$ cat config.mk
export PLATFORM = sky130hd
export DESIGN_NAME = icr_regs
export DESIGN_NICKNAME = d
export VERILOG_FILES = /design/src/inc/icr_pkg.sv /design/src/hw/icr_regs.sv
export SDC_FILE = /design/constraint.sdc
export NUM_CORES = 1
export LEC_CHECK = 0
export BUFFER_PORTS_ARGS = -buffer_cell sky130_fd_sc_hd__buf_4
export CAP_MARGIN = 30
export CORE_AREA = 2 2 77 79
export DETAILED_ROUTE_END_ITERATION = 8
export DIE_AREA = 0 0 79 81
export GPL_ROUTABILITY_DRIVEN = 0
export PLACE_DENSITY = 0.73
export SYNTH_ARGS = -nofsm -noshare
export SYNTH_HDL_FRONTEND = slang
export SYNTH_SLANG_ARGS = --single-unit
$ cat constraint.sdc
create_clock -name sys_clk_i -period 4 [get_ports sys_clk_i]
set_input_delay 0.8 -clock sys_clk_i [delete_from_list [all_inputs] [get_ports sys_clk_i]]
set_output_delay 0.8 -clock sys_clk_i [all_outputs]
set_load 0.02 [all_outputs]
$ cat src/inc/icr_pkg.sv
// Package: register map, field positions and carriers of the interrupt control slice
package icr_pkg;
  // ------------------------------------------------------------
  // Bus geometry
  // ------------------------------------------------------------
  localparam int ADDR_W = 3;
  localparam int DATA_W = 16;

  // ------------------------------------------------------------
  // Register offsets (word index)
  // ------------------------------------------------------------
  localparam logic [2:0] OFF_CPU_STATUS = 3'h0;
  localparam logic [2:0] OFF_CORE_CTRL  = 3'h1;
  localparam logic [2:0] OFF_IRQ_CTRL1  = 3'h2;
  localparam logic [2:0] OFF_IRQ_CTRL2  = 3'h3;
  localparam logic [2:0] OFF_IRQ_FLAG0  = 3'h4;

  // ------------------------------------------------------------
  // Field positions
  // ------------------------------------------------------------
  localparam int PRI_LOW_LSB = 5;
  localparam int PRI_LOW_W   = 3;
  localparam int PRI_EXT_BIT = 3;
  localparam int NEST_DIS    = 15;
  localparam int TRAP_LSB    = 1;
  localparam int TRAP_W      = 6;
  localparam int ALT_VEC     = 15;
  localparam int TIMED_DISABLE_ACTIVE_BIT    = 14;
  localparam int EP_W        = 5;
  localparam int FLAG_W      = 15;
  localparam int FLAG_EXT0   = 0;
  // Trap vector index, counted from TRAP_LSB
  localparam int TR_OSC  = 0;
  localparam int TR_STK  = 1;
  localparam int TR_ADDR = 2;
  localparam int TR_MATH = 3;
  localparam int TR_DMA  = 4;
  localparam int TR_DIV0 = 5;

  // ------------------------------------------------------------
  // Reset values and limits
  // ------------------------------------------------------------
  localparam logic [2:0]  RST_PRI_LOW = 3'h0;
  localparam logic [5:0]  RST_TRAP    = 6'h00;
  localparam logic [4:0]  RST_EP      = 5'h00;
  localparam logic [14:0] RST_FLAG    = 15'h0000;
  localparam logic [15:0] RD_ZERO     = 16'h0000;
  localparam logic [3:0]  PRI_LOW_MAX = 4'h7;

  // ------------------------------------------------------------
  // Carriers
  // ------------------------------------------------------------
  typedef struct packed {
    logic div0;
    logic dma_err;
    logic arith;
    logic addr;
    logic stack;
    logic osc_fail;
  } icr_trap_t;

  typedef struct packed {
    logic       valid;
    logic [3:0] level;
  } icr_pri_load_t;
endpackage

$ cat src/hw/icr_regs.sv
// Interrupt control and status register slice with core priority level
// Functional notes
// - Priority-extension bit, hardware set, software clear
// - Level is extension bit above low bits
// - Nesting disable bit, resets to zero
// - Divide-zero flag tracks latest arithmetic trap
// - DMA error trap sets its flag
// - Arithmetic trap sets its flag
// - Address error trap sets its flag
// - Stack error trap sets its flag
// - Oscillator failure trap sets its flag
// - Unused control-one bits read zero
// - Vector select bit picks alternate table
// - Timed-disable status bit is read only
// - Polarity bits pick falling or rising edge
// - Flags show requests; ADC flag bit 13
// - DMA one flag bit 14, bit 15 zero
// - UART, SPI and timer three flag positions
// - Low flag byte positions, external zero last
// - Sources set flags, software clears them
// - Low priority bits locked while nesting disabled
// - Extension bit blocks all user interrupts
`timescale 1ns/1ns
`default_nettype none

module icr_regs (
  input  wire logic                  sys_clk_i,
  input  wire logic                  rst_b_i,
  input  wire logic                  clk_en_i,
  input  wire logic [2:0]            reg_addr_i,
  input  wire logic [15:0]           reg_wdata_i,
  input  wire logic                  reg_wr_i,
  input  wire logic                  reg_rd_i,
  input  wire icr_pkg::icr_trap_t    trap_evt_i,
  input  wire icr_pkg::icr_pri_load_t pri_load_i,
  input  wire logic                  timed_disable_active_active_i,
  input  wire logic [14:1]           periph_set_i,
  input  wire logic                  ext_irq0_i,
  output logic [15:0]                reg_rdata_o,
  output logic [3:0]                 cpu_priority_o,
  output logic                       user_irq_block_o,
  output logic                       nesting_disable_o,
  output logic                       alt_vector_select_o,
  output logic [4:0]                 ext_edge_polarity_o,
  output logic [5:0]                 trap_flags_o,
  output logic [14:0]                irq_flags_o
);

  // ------------------------------------------------------------
  // State
  // ------------------------------------------------------------
  logic [2:0]  pri_low_reg;
  logic [2:0]  pri_low_next;
  logic        pri_ext_reg;
  logic        pri_ext_next;
  logic        nest_dis_reg;
  logic        nest_dis_next;
  logic [5:0]  trap_reg;
  logic [5:0]  trap_next;
  logic        alt_vec_reg;
  logic        alt_vec_next;
  logic [4:0]  ep_reg;
  logic [4:0]  ep_next;
  logic [14:0] flag_reg;
  logic [14:0] flag_next;
  logic        ext_prev_reg;
  logic        ext_arm_reg;
  logic [15:0] rdata_reg;
  logic [15:0] rdata_next;

  // ------------------------------------------------------------
  // Address decode
  // ------------------------------------------------------------
  wire logic wr_status = reg_wr_i && (reg_addr_i == icr_pkg::OFF_CPU_STATUS);
  wire logic wr_core   = reg_wr_i && (reg_addr_i == icr_pkg::OFF_CORE_CTRL);
  wire logic wr_ctrl1  = reg_wr_i && (reg_addr_i == icr_pkg::OFF_IRQ_CTRL1);
  wire logic wr_ctrl2  = reg_wr_i && (reg_addr_i == icr_pkg::OFF_IRQ_CTRL2);
  wire logic wr_flag0  = reg_wr_i && (reg_addr_i == icr_pkg::OFF_IRQ_FLAG0);
  wire logic [3:0] load_lvl = pri_load_i.level;
  wire logic       load_v   = pri_load_i.valid;

  // ------------------------------------------------------------
  // Priority level
  // ------------------------------------------------------------
  // low bits locked
  // Core loads win over software; locked writes are dropped silently
  wire logic sw_pri_ok = wr_status && !nest_dis_reg;
  assign pri_low_next = load_v ? load_lvl[2:0] :
                        sw_pri_ok ? reg_wdata_i[7:5] : pri_low_reg;

  // clear only bit
  // Only the core can raise it, so traps stay unmaskable
  wire logic ext_sw_clr = wr_core && !reg_wdata_i[icr_pkg::PRI_EXT_BIT];
  assign pri_ext_next = load_v ? load_lvl[3] :
                        ext_sw_clr ? 1'b0 : pri_ext_reg;

  // ------------------------------------------------------------
  // Control register one
  // ------------------------------------------------------------
  // nesting control
  assign nest_dis_next = wr_ctrl1 ? reg_wdata_i[icr_pkg::NEST_DIS] : nest_dis_reg;

  wire logic [5:0] trap_set = {trap_evt_i.div0 & trap_evt_i.arith,
                               trap_evt_i.dma_err,
                               trap_evt_i.arith,
                               trap_evt_i.addr,
                               trap_evt_i.stack,
                               trap_evt_i.osc_fail};

  wire logic [5:0] trap_sw = wr_ctrl1 ? reg_wdata_i[6:1] : trap_reg;

  // latest cause only
  // A plain arithmetic trap drops an older divide-by-zero mark
  wire logic [5:0] trap_keep = trap_evt_i.arith ? (trap_sw & 6'h1f) : trap_sw;
  assign trap_next = trap_keep | trap_set;

  // ------------------------------------------------------------
  // Control register two
  // ------------------------------------------------------------
  // vector table select
  assign alt_vec_next = wr_ctrl2 ? reg_wdata_i[icr_pkg::ALT_VEC] : alt_vec_reg;
  assign ep_next = wr_ctrl2 ? reg_wdata_i[4:0] : ep_reg;

  // ------------------------------------------------------------
  // External interrupt zero edge detect
  // ------------------------------------------------------------
  // Armed after one sample so a high pin at reset is no edge
  wire logic ext_rise = ext_irq0_i && !ext_prev_reg;
  wire logic ext_fall = !ext_irq0_i && ext_prev_reg;
  wire logic ext_edge = ext_arm_reg && (ep_reg[0] ? ext_fall : ext_rise);

  // ------------------------------------------------------------
  // Flag register zero
  // ------------------------------------------------------------
  // middle flag sources
  wire logic [14:0] flag_set = {periph_set_i, ext_edge};
  // set wins clear
  // A request in the clearing cycle survives the write
  assign flag_next = (wr_flag0 ? reg_wdata_i[14:0] : flag_reg) | flag_set;

  // ------------------------------------------------------------
  // Read mux
  // ------------------------------------------------------------
  // level concatenation
  wire logic [15:0] rd_status = {8'h00, pri_low_reg, 5'h00};
  wire logic [15:0] rd_core   = {12'h000, pri_ext_reg, 3'h0};
  wire logic [15:0] rd_ctrl1  = {nest_dis_reg, 8'h00, trap_reg, 1'b0};
  wire logic [15:0] rd_ctrl2  = {alt_vec_reg, timed_disable_active_active_i, 9'h000, ep_reg};
  wire logic [15:0] rd_flag0  = {1'b0, flag_reg};
  wire logic [15:0] rd_mux =
    (reg_addr_i == icr_pkg::OFF_CPU_STATUS) ? rd_status :
    (reg_addr_i == icr_pkg::OFF_CORE_CTRL)  ? rd_core   :
    (reg_addr_i == icr_pkg::OFF_IRQ_CTRL1)  ? rd_ctrl1  :
    (reg_addr_i == icr_pkg::OFF_IRQ_CTRL2)  ? rd_ctrl2  :
    (reg_addr_i == icr_pkg::OFF_IRQ_FLAG0)  ? rd_flag0  : icr_pkg::RD_ZERO;
  // Data valid only in the cycle after the strobe
  assign rdata_next = reg_rd_i ? rd_mux : icr_pkg::RD_ZERO;

  // ------------------------------------------------------------
  // Priority and control flops
  // ------------------------------------------------------------
  // Clock enable low freezes every flop
  always_ff @(posedge sys_clk_i or negedge rst_b_i) begin
    if (!rst_b_i) begin
      pri_low_reg  <= icr_pkg::RST_PRI_LOW;
      pri_ext_reg  <= 1'b0;
      nest_dis_reg <= 1'b0;
      alt_vec_reg  <= 1'b0;
      ep_reg       <= icr_pkg::RST_EP;
    end else if (clk_en_i) begin
      pri_low_reg  <= pri_low_next;
      pri_ext_reg  <= pri_ext_next;
      nest_dis_reg <= nest_dis_next;
      alt_vec_reg  <= alt_vec_next;
      ep_reg       <= ep_next;
    end
  end

  // Status flag flops
  always_ff @(posedge sys_clk_i or negedge rst_b_i) begin
    if (!rst_b_i) begin
      trap_reg <= icr_pkg::RST_TRAP;
      flag_reg <= icr_pkg::RST_FLAG;
    end else if (clk_en_i) begin
      trap_reg <= trap_next;
      flag_reg <= flag_next;
    end
  end

  // Edge history and read data
  always_ff @(posedge sys_clk_i or negedge rst_b_i) begin
    if (!rst_b_i) begin
      ext_prev_reg <= 1'b0;
      ext_arm_reg  <= 1'b0;
      rdata_reg    <= icr_pkg::RD_ZERO;
    end else if (clk_en_i) begin
      ext_prev_reg <= ext_irq0_i;
      ext_arm_reg  <= 1'b1;
      rdata_reg    <= rdata_next;
    end
  end

  // ------------------------------------------------------------
  // Outputs
  // ------------------------------------------------------------
  // four-bit level
  assign cpu_priority_o      = {pri_ext_reg, pri_low_reg};
  assign user_irq_block_o    = pri_ext_reg;
  assign nesting_disable_o   = nest_dis_reg;
  assign alt_vector_select_o = alt_vec_reg;
  assign ext_edge_polarity_o = ep_reg;
  assign trap_flags_o        = trap_reg;
  assign irq_flags_o         = flag_reg;
  assign reg_rdata_o         = rdata_reg;
endmodule

`default_nettype wire

==> flow_summary.ini, run 1 <==
[final_layout]
fin_cells = 373
syn2layout_area_growth_pct = 36.0
drive_gt1_frac = 0.426
post-route-util = 0.577
largest_reg_flops = 16
fin_nets = 348
fillers = 509
antennaDiodeCount = 0

[global_route]
met3_usage = 0.0444
overflow = 0
grtUsageTotal = 0.217
met2_usage = 0.354
grt_pass1_vias = 2092
antenna_found_initial = 0
grt_pass1_wl_um = 10800
grt_max_degree = 51
busiest_layer = met2
grtUsageMet1 = 0.300

[timing]
rsz0062_at_grt = no
period_minus_slack_ps = 2160
finalHoldViolations = 0
fin_skew_ps = 1.63
fmax_mhz = 464
slew_viol_final = 0
setup_tns_ps = 0
finalCritPeriodShare = 0.539
setup_violations = 0
maxSlewHeadroom = 0.578
worstMarginPinSlew_ps = 633
whs_ps = 475

[setup_path]
worstSetupEndpointType = register
crit_fanout = 45
startpoint_type = input pin
cp.arrival_ps = 2340
crit_type = input pin to register
cp.required_ps = 4180
ff2ff_setup_slack_ps = 2520

[power]
p_sw_frac = 0.290
pwr-share-clk = 0.282
comb_power_share = 0.237
switchingPower_mw = 0.360
p_seq_frac = 0.480
p_int_mw = 0.881
p_leak_nw = 1.49
ir_drop_mv = 0.246
power_density_nw_per_um2 = 379
power_mw = 1.24

[clock_tree]
ctsLongestPathBuffers = 2
cts_sinks = 50
root_buffer = clkbuf_8
cts_tree = done
cts.repair.resized = 0
hold_buffers = 0
clk_latency_ps = 300
post_cts_buffers = 0
htreeDepth = 2
cts_buffers = 5
clk_pin_slew_ps = 90

[synth]
synth_edf_count = 0
synth_common_cells = dfrtp_1 (50), and3_1 (16), a221o_1 (14)
synthDistinctLibCells = 49
yosysMostFrequentCell = dfrtp_1
synth_seq_cells = 50
syn_nets = 258
yosysTopAreaCell = dfrtp_1
syn_inst = 207
synth_flop_cell = dfrtp_1
netlist_area_um2 = 2410
ys_seq_area_frac = 0.519
avgSynthCellArea_um2 = 11.6
netlist.area_leader.share = 0.519
synthArstFlopShare = 1.00
ys_top_cells_by_area = dfrtp_1 (52%), a221o_1 (5.8%), mux2_2 (4.2%)
ys_warn_count = 0

[die]
io_pins = 100
core_area_um2 = 5680
num_rows = 28
floorplan.initialDensity = 0.424
die_w_um = 79
dieHeight_um = 81
dieArea_um2 = 6400

[routing]
wl_um = 6690
final_antenna_net_count = 0
avgViaCountPerCell = 5.69
num_vias = 2123
drc = 0
drt-wirelength-per-cell_um = 17.9
firstDrtPassIters = 4
drt_iter0_markers = 142

[outcome]
status = finished clean

[placement]
dp_cells = 365
dp_hpwl_um = 4820
port_buffers = 99

[run]
drv_cap = 0

[min_path]
min_path_type = register to register
==> worst max-delay path, stage by stage <==
cell      delay (ps)
buf_4            360
and4bb_2         510
nand2_2          270
a221o_1          370
==> per-stage QoR <==
stage               setup slack (ps)  cell area (µm²)
floorplan                       2070             2410
global placement                1610             3170
detailed placement              1540             3170
CTS                             1850             3280
global route                    1720             3280
finish                          1840             3280
==> placed cells by master, fill, tap and decap left out, types with 2 or more instances in the layout <==
cell and instances:
or2_2 4, dfrtp_1 50, nor3_1 3, o221a_1 3, inv_1 7, nor2_1 4, and3_1 16, and4bb_2 3
a221o_1 14, a22o_1 7, a22oi_1 3, nand2b_1 4, o32ai_1 4, o2bb2ai_1 3, nand3b_1 3, o21a_1 5
clkinv_2 2, nand4b_1 2, clkbuf_8 5, nor2b_1 3, nand2_1 7, mux2i_1 2, and3b_1 3, buf_4 99
o21ai_0 5, a21oi_1 2, a32oi_1 2, nand4_1 2, mux2_2 9, o32a_1 4
==> final timing paths <==
path / from / depth (start not counted) / endpoint
min in group asynchronous: rst_b_i / 1 / reg_rdata_o[12]
setup / recovery: clk_en_i / 4 / irq_flags_o[3]
hold reg to reg: ext_arm_reg / 1 / ext_arm_reg
setup reg to reg: trap_flags_o[2] / 3 / reg_rdata_o[3]
max in group asynchronous: rst_b_i / 1 / pri_low_reg[1]
hold / removal: ext_arm_reg / 1 / ext_arm_reg
==> kinds of logic (layout without fill, tap and decap cells) <==
kind of cell	after synthesis	in the layout	synth area share
AOI/OAI and AO/OA	58	58	0.206
and+or+nand+nor	65	65	0.180
buffers and inverters	23	114	0.0436
muxes	11	11	0.0504
DFF	50	50	0.519
==> power groups by stage <==
stage	clock, mW	combinational (mW)	sequential, mW
after detailed placement	0	0.297	0.604
after global routing	0.386	0.319	0.601
final	0.350	0.295	0.596
after global placement	0	0.292	0.604
after CTS	0.357	0.298	0.595
after floorplan	0	0.0954	0.651
==> metal layers <==
metal	vias up	part of all wire
met5	-	0
met4	0	0.011
met3	8	0.070
met2	86	0.48
met1	1040	0.43
li1	989	-
==> area by class of cell <==
class / count / area [µm²] / share of cell area
clock buffers: 5 / 68.8 / 0.0210
repair buffers: 99 / 743 / 0.227
inverters: 7 / 26.3 / 0.00802
clock inverters: 3 / 40.0 / 0.0122
multi-input cells: 134 / 1050 / 0.321
flip-flops and latches: 50 / 1250 / 0.382
well taps: 75 / 93.8 / 0.0286
Power figures use the tool's default switching activity.
==> inputs of run 2 (changes only) <==
clock period = 2 ns   (was 4 ns; I/O delays follow)
==> run 2 against run 1 <==
Combinational power up 100%. Utilization grew 0.55 points. Clock skew increased by 5.5 ps. Clock-buffer cell count is 1 higher. Design area rose by 0.95%. Routed wire length down 1.3%. First-iteration DRC count down 46%. Hold slack worse by 370 ps. Register-to-register slack worse by 2000 ps. Via count rose by 0.71%. Critical endpoint is now pri_low_reg[1].
==> flow_summary.ini, run 2 (synthesis gave the netlist of run 1 again) <==
[final_layout]
drive_gt1_frac = 0.430
final_common_cell = buf_4
postLayoutCellArea_um2 = 3310
antennaDiodeCount = 0
final_cell_mix = buf_4 (103), dfrtp_1 (50), and3_1 (16)
post-route-util = 0.583
fin_nets = 352
syn2layout_area_growth_pct = 37.3
largest_reg_flops = 16

[timing]
whs_ps = 108
period_minus_slack_ps = 1450
finalHoldViolations = 0
slew_viol_final = 0
worstMarginPinSlew_ps = 614
fmax_mhz = 688
fin_skew_ps = 7.15
maxSlewHeadroom = 0.591
setup_violations = 0
rsz0062_at_grt = no
setup_tns_ps = 0
finalCritPeriodShare = 0.727

[die]
die_w_um = 79
core_area_um2 = 5680
dieHeight_um = 81
num_rows = 28
dieArea_um2 = 6400
io_pins = 100
floorplan.initialDensity = 0.424

[global_route]
antenna_found_initial = 0
overflow = 0
grt_pass1_wl_um = 10700
grt_max_degree = 51
grtUsageTotal = 0.213
grt_pass1_vias = 2065

[clock_tree]
ctsLongestPathBuffers = 2
cts_sinks = 50
hold_buffers = 0
root_buffer = clkbuf_8
cts.repair.resized = 0
htreeDepth = 2
cts_tree = done
clk_pin_slew_ps = 90
post_cts_buffers = 0
clk_latency_ps = 300
cts_buffers = 5

[setup_path]
cp.depth = 3
crit_type = register to register
crit_family = simple AND/OR/NAND/NOR gates
critPathBufInv = 0
cp.arrival_ps = 1640
crit_fanout = 4
startpoint_type = register
worstRegToRegCells = 3
crit_chain = or3_1 -> or3_4 -> o221a_1
slowest_stage = dfrtp_1
worstSetupEndpointType = register
cp.required_ps = 2180
critical_path.max_stage_delay_ps = 420

[run]
drv_cap = 0

[routing]
drt-wirelength-per-cell_um = 17.5
final_antenna_net_count = 0
wl_um = 6600
drt_iter0_markers = 77
firstDrtPassIters = 4
drc = 0
num_vias = 2138
avgViaCountPerCell = 5.67

[power]
power_mw = 2.49
p_leak_nw = 1.50
ir_drop_mv = 0.493
power_density_nw_per_um2 = 753

[placement]
dp_hpwl_um = 4870
placed_cell_area_um2 = 3200
port_buffers = 99

[outcome]
status = finished clean

[min_path]
min_path_type = input pin to asynchronous set/reset pin
run 2: path summary, 6_finish.rpt:
path | to | from | slack [ps]
max | pri_low_reg[1] | nesting_disable_o | 550
min | ext_arm_reg | rst_b_i | 110
min in group sys_clk_i | irq_flags_o[12] | periph_set_i[12] | 330
min reg2reg | ext_arm_reg | ext_arm_reg | 480
max reg2reg | pri_low_reg[1] | nesting_disable_o | 550
max in group asynchronous | irq_flags_o[1] | rst_b_i | 1480
run 2: per-stage QoR:
step | instances | worst slack [ps]
floorplan | 207 | 465
global placement | 369 | 318
detailed placement | 369 | 286
CTS | 377 | 547
global route | 377 | 503
finish | 377 | 545
run 2: worst reg2reg max path, stage by stage, from the launching register on:
cell	delay, ps
dfrtp_1	420
or3_1	340
or3_4	350
o221a_1	230
run 2: layout make-up:
cell class | instances | area [µm²]
clock inverters | 2 | 37.5
multi-input cells | 134 | 1050
flip-flops and latches | 50 | 1250
fillers | 512 | 2370
repair buffers | 103 | 773
clock buffers | 6 | 72.6
inverters | 7 | 26.3
well taps | 75 | 93.8
run 2: layer usage:
layer	global-route usage	share of wire
met1	0.292	0.44
met2	0.352	0.48
met3	0.0489	0.074
met4	0.0414	0.0044
met5	0	0
run 2: power breakdown:
part	switching [mW]	total [mW]	internal (mW)
Clock	0.330	0.704	0.374
Combinational	0.300	0.594	0.294
Sequential	0.0872	1.19	1.10
==> inputs of run 3 (changes only) <==
CORE_AREA = 2 2 78 80   (was 2 2 77 79)
DIE_AREA = 0 0 80 82   (was 0 0 79 81)
PLACE_DENSITY = 0.75   (was 0.73)
clock period = 1.2 ns   (was 2 ns; I/O delays follow)
==> run 3 against run 2 <==
The run now ends with negative setup slack left. Total power is 66% higher. Utilization increased by 5.3 points. Via count rose by 5.2%. Setup slack got worse by 750 ps. First-iteration DRC count rose by 23%. Die area increased by 2.5%. Hold slack better by 63 ps. Global-route usage increased by 0.80 points. Clock skew down 4.4 ps. Clock power is 41% higher. Routed wire length increased by 6.0%. Highest routed layer unchanged.
==> flow_summary.ini, run 3 (synthesis gave the netlist of run 1 again) <==
[setup_path]
slowest_stage = dfrtp_2
startpoint_type = register
reg2reg_from = nesting_disable_o
cp.arrival_ps = 1590
critPathBufInv = 0
crit_type = register to register
ff2ff_setup_slack_ps = -210
crit_chain = or3_4 -> or3_4 -> o221a_1
cp_common_cell = or3_4
critical_path.max_stage_delay_ps = 400
crit_fanout = 3
r2r_end = pri_low_reg[2]
worstSetupEndpointType = register
crit_family = simple AND/OR/NAND/NOR gates
worstRegToRegCells = 3
cp.required_ps = 1390

[power]
p_seq_frac = 0.476
power_density_nw_per_um2 = 1130
p_sw_frac = 0.291
p_leak_nw = 1.66
comb_power_share = 0.284
ir_drop_mv = 0.688
pwr-share-clk = 0.240
switchingPower_mw = 1.20
p_int_mw = 2.93

[final_layout]
final_cell_mix = buf_4 (125), dfrtp_1 (47), a221o_1 (14)
post-route-util = 0.635
final_common_cell = buf_4
largest_reg_flops = 16
fin_nets = 385
fillers = 504
drive_gt1_frac = 0.528
syn2layout_area_growth_pct = 51.5
fin_cells = 410
antennaDiodeCount = 0

[run]
drv_cap = 0

[routing]
drc = 0
wl_um = 7000
final_antenna_net_count = 0
avgViaCountPerCell = 5.49
drt-wirelength-per-cell_um = 17.1
num_vias = 2249
drt_iter0_markers = 95
firstDrtPassIters = 4

[die]
dieArea_um2 = 6560
core_area_um2 = 5750
dieHeight_um = 82
num_rows = 28
io_pins = 100
floorplan.initialDensity = 0.419
die_w_um = 80

[clock_tree]
root_buffer = clkbuf_8
cts_tree = done
htreeDepth = 2
ctsLongestPathBuffers = 2
clk_latency_ps = 300
clk_pin_slew_ps = 80
cts_buffers = 5
cts_sinks = 50

[outcome]
violations = negative setup slack
status = finished with violations

[timing]
rsz0062_at_grt = yes
maxSlewHeadroom = 0.764
slew_viol_final = 0
fmax_mhz = 712
setup_ws_ps = -205
finalCritPeriodShare = 1.17
setup_violations = 5
worstMarginPinSlew_ps = 352
finalHoldViolations = 0
period_minus_slack_ps = 1410
fin_skew_ps = 2.76

[min_path]
min_path_type = input pin to register
hold_depth = 2
hp-start = periph_set_i[5]
min_to = irq_flags_o[5]

[global_route]
overflow = 0
grt_max_degree = 29
antenna_found_initial = 0
grtUsageTotal = 0.221
grt_pass1_wl_um = 11100
grt_pass1_vias = 2266

[placement]
port_buffers = 99
dp_hpwl_um = 5340
dp_cells = 399
==> run 3: cell count changes in the layout (fill, tap and decap cells not counted), sizes merged <==
cell,change
clkbuf,+1
buf,+32
dlygate4sd3,+1
clkinv,+1
bufinv,-1
clkinvlp,-1
==> run 3: power by group through the flow <==
stage,Combinational (mW),Clock (mW),Sequential (mW)
after floorplan,0.328,0,2.17
after global placement,1.11,0,1.99
after detailed placement,1.13,0,1.99
after CTS,1.15,1.02,1.96
after global routing,1.26,1.12,1.99
final,1.17,0.992,1.97
==> run 3: cell type report <==
class | instances | area, µm² | area share
tap | 75 | 93.8 | 0.0257
clock buffer | 7 | 86.3 | 0.0237
inverter | 7 | 26.3 | 0.00720
multi-input combinational | 134 | 1110 | 0.305
timing repair buffer | 136 | 1070 | 0.293
sequential | 50 | 1250 | 0.344
clock inverter | 1 | 5.00 | 0.00137
==> run 3: worst max path at each step <==
stage,cells after the start,from,end,slack (ps)
after floorplan,3,nesting_disable_o,pri_low_reg[0],-240
after global placement,4,reg_addr_i[1],pri_low_reg[0],-230
after detailed placement,4,reg_addr_i[0],pri_low_reg[0],-260
after CTS,3,nesting_disable_o,pri_low_reg[0],-210
after global routing,3,nesting_disable_o,pri_low_reg[2],-230
final,3,nesting_disable_o,pri_low_reg[2],-210
==> run 3: layer usage <==
metal  part of all wire  GRT usage  vias to the layer above
li1                   -          -                     1059
met1               0.42      0.292                     1092
met2               0.50      0.373                       88
met3              0.071     0.0505                       10
met4              0.013     0.0525                        0
met5                  0          0                        -
==> run 3: timing repair <==
item                                    in CTS  in global routing
setup buffers                                0                  2
gates resized for setup                      6                  7
pin swaps                                    2                  3
hold buffers                                 1                  0
hold endpoints to repair                    22                  0
endpoints found under the setup margin       9                 11
gates cloned                                 0                  0
==> run 3: worst register-to-register path: stages (launching register included) <==
cell and delay, ps:
dfrtp_2 400, or3_4 320, or3_4 350, o221a_1 230
==> run 3: metrics by stage <==
stage	worst slack, ps	TNS (ps)	instance area [µm²]	total power [mW]	hold slack (ps)
after floorplan	-238	-1800	2490	2.50	-55.6
after global placement	-232	-6730	3490	3.10	158
after detailed placement	-255	-7590	3490	3.12	155
after CTS	-213	-776	3610	4.14	165
after global routing	-226	-970	3650	4.37	158
final	-205	-735	3650	4.13	172
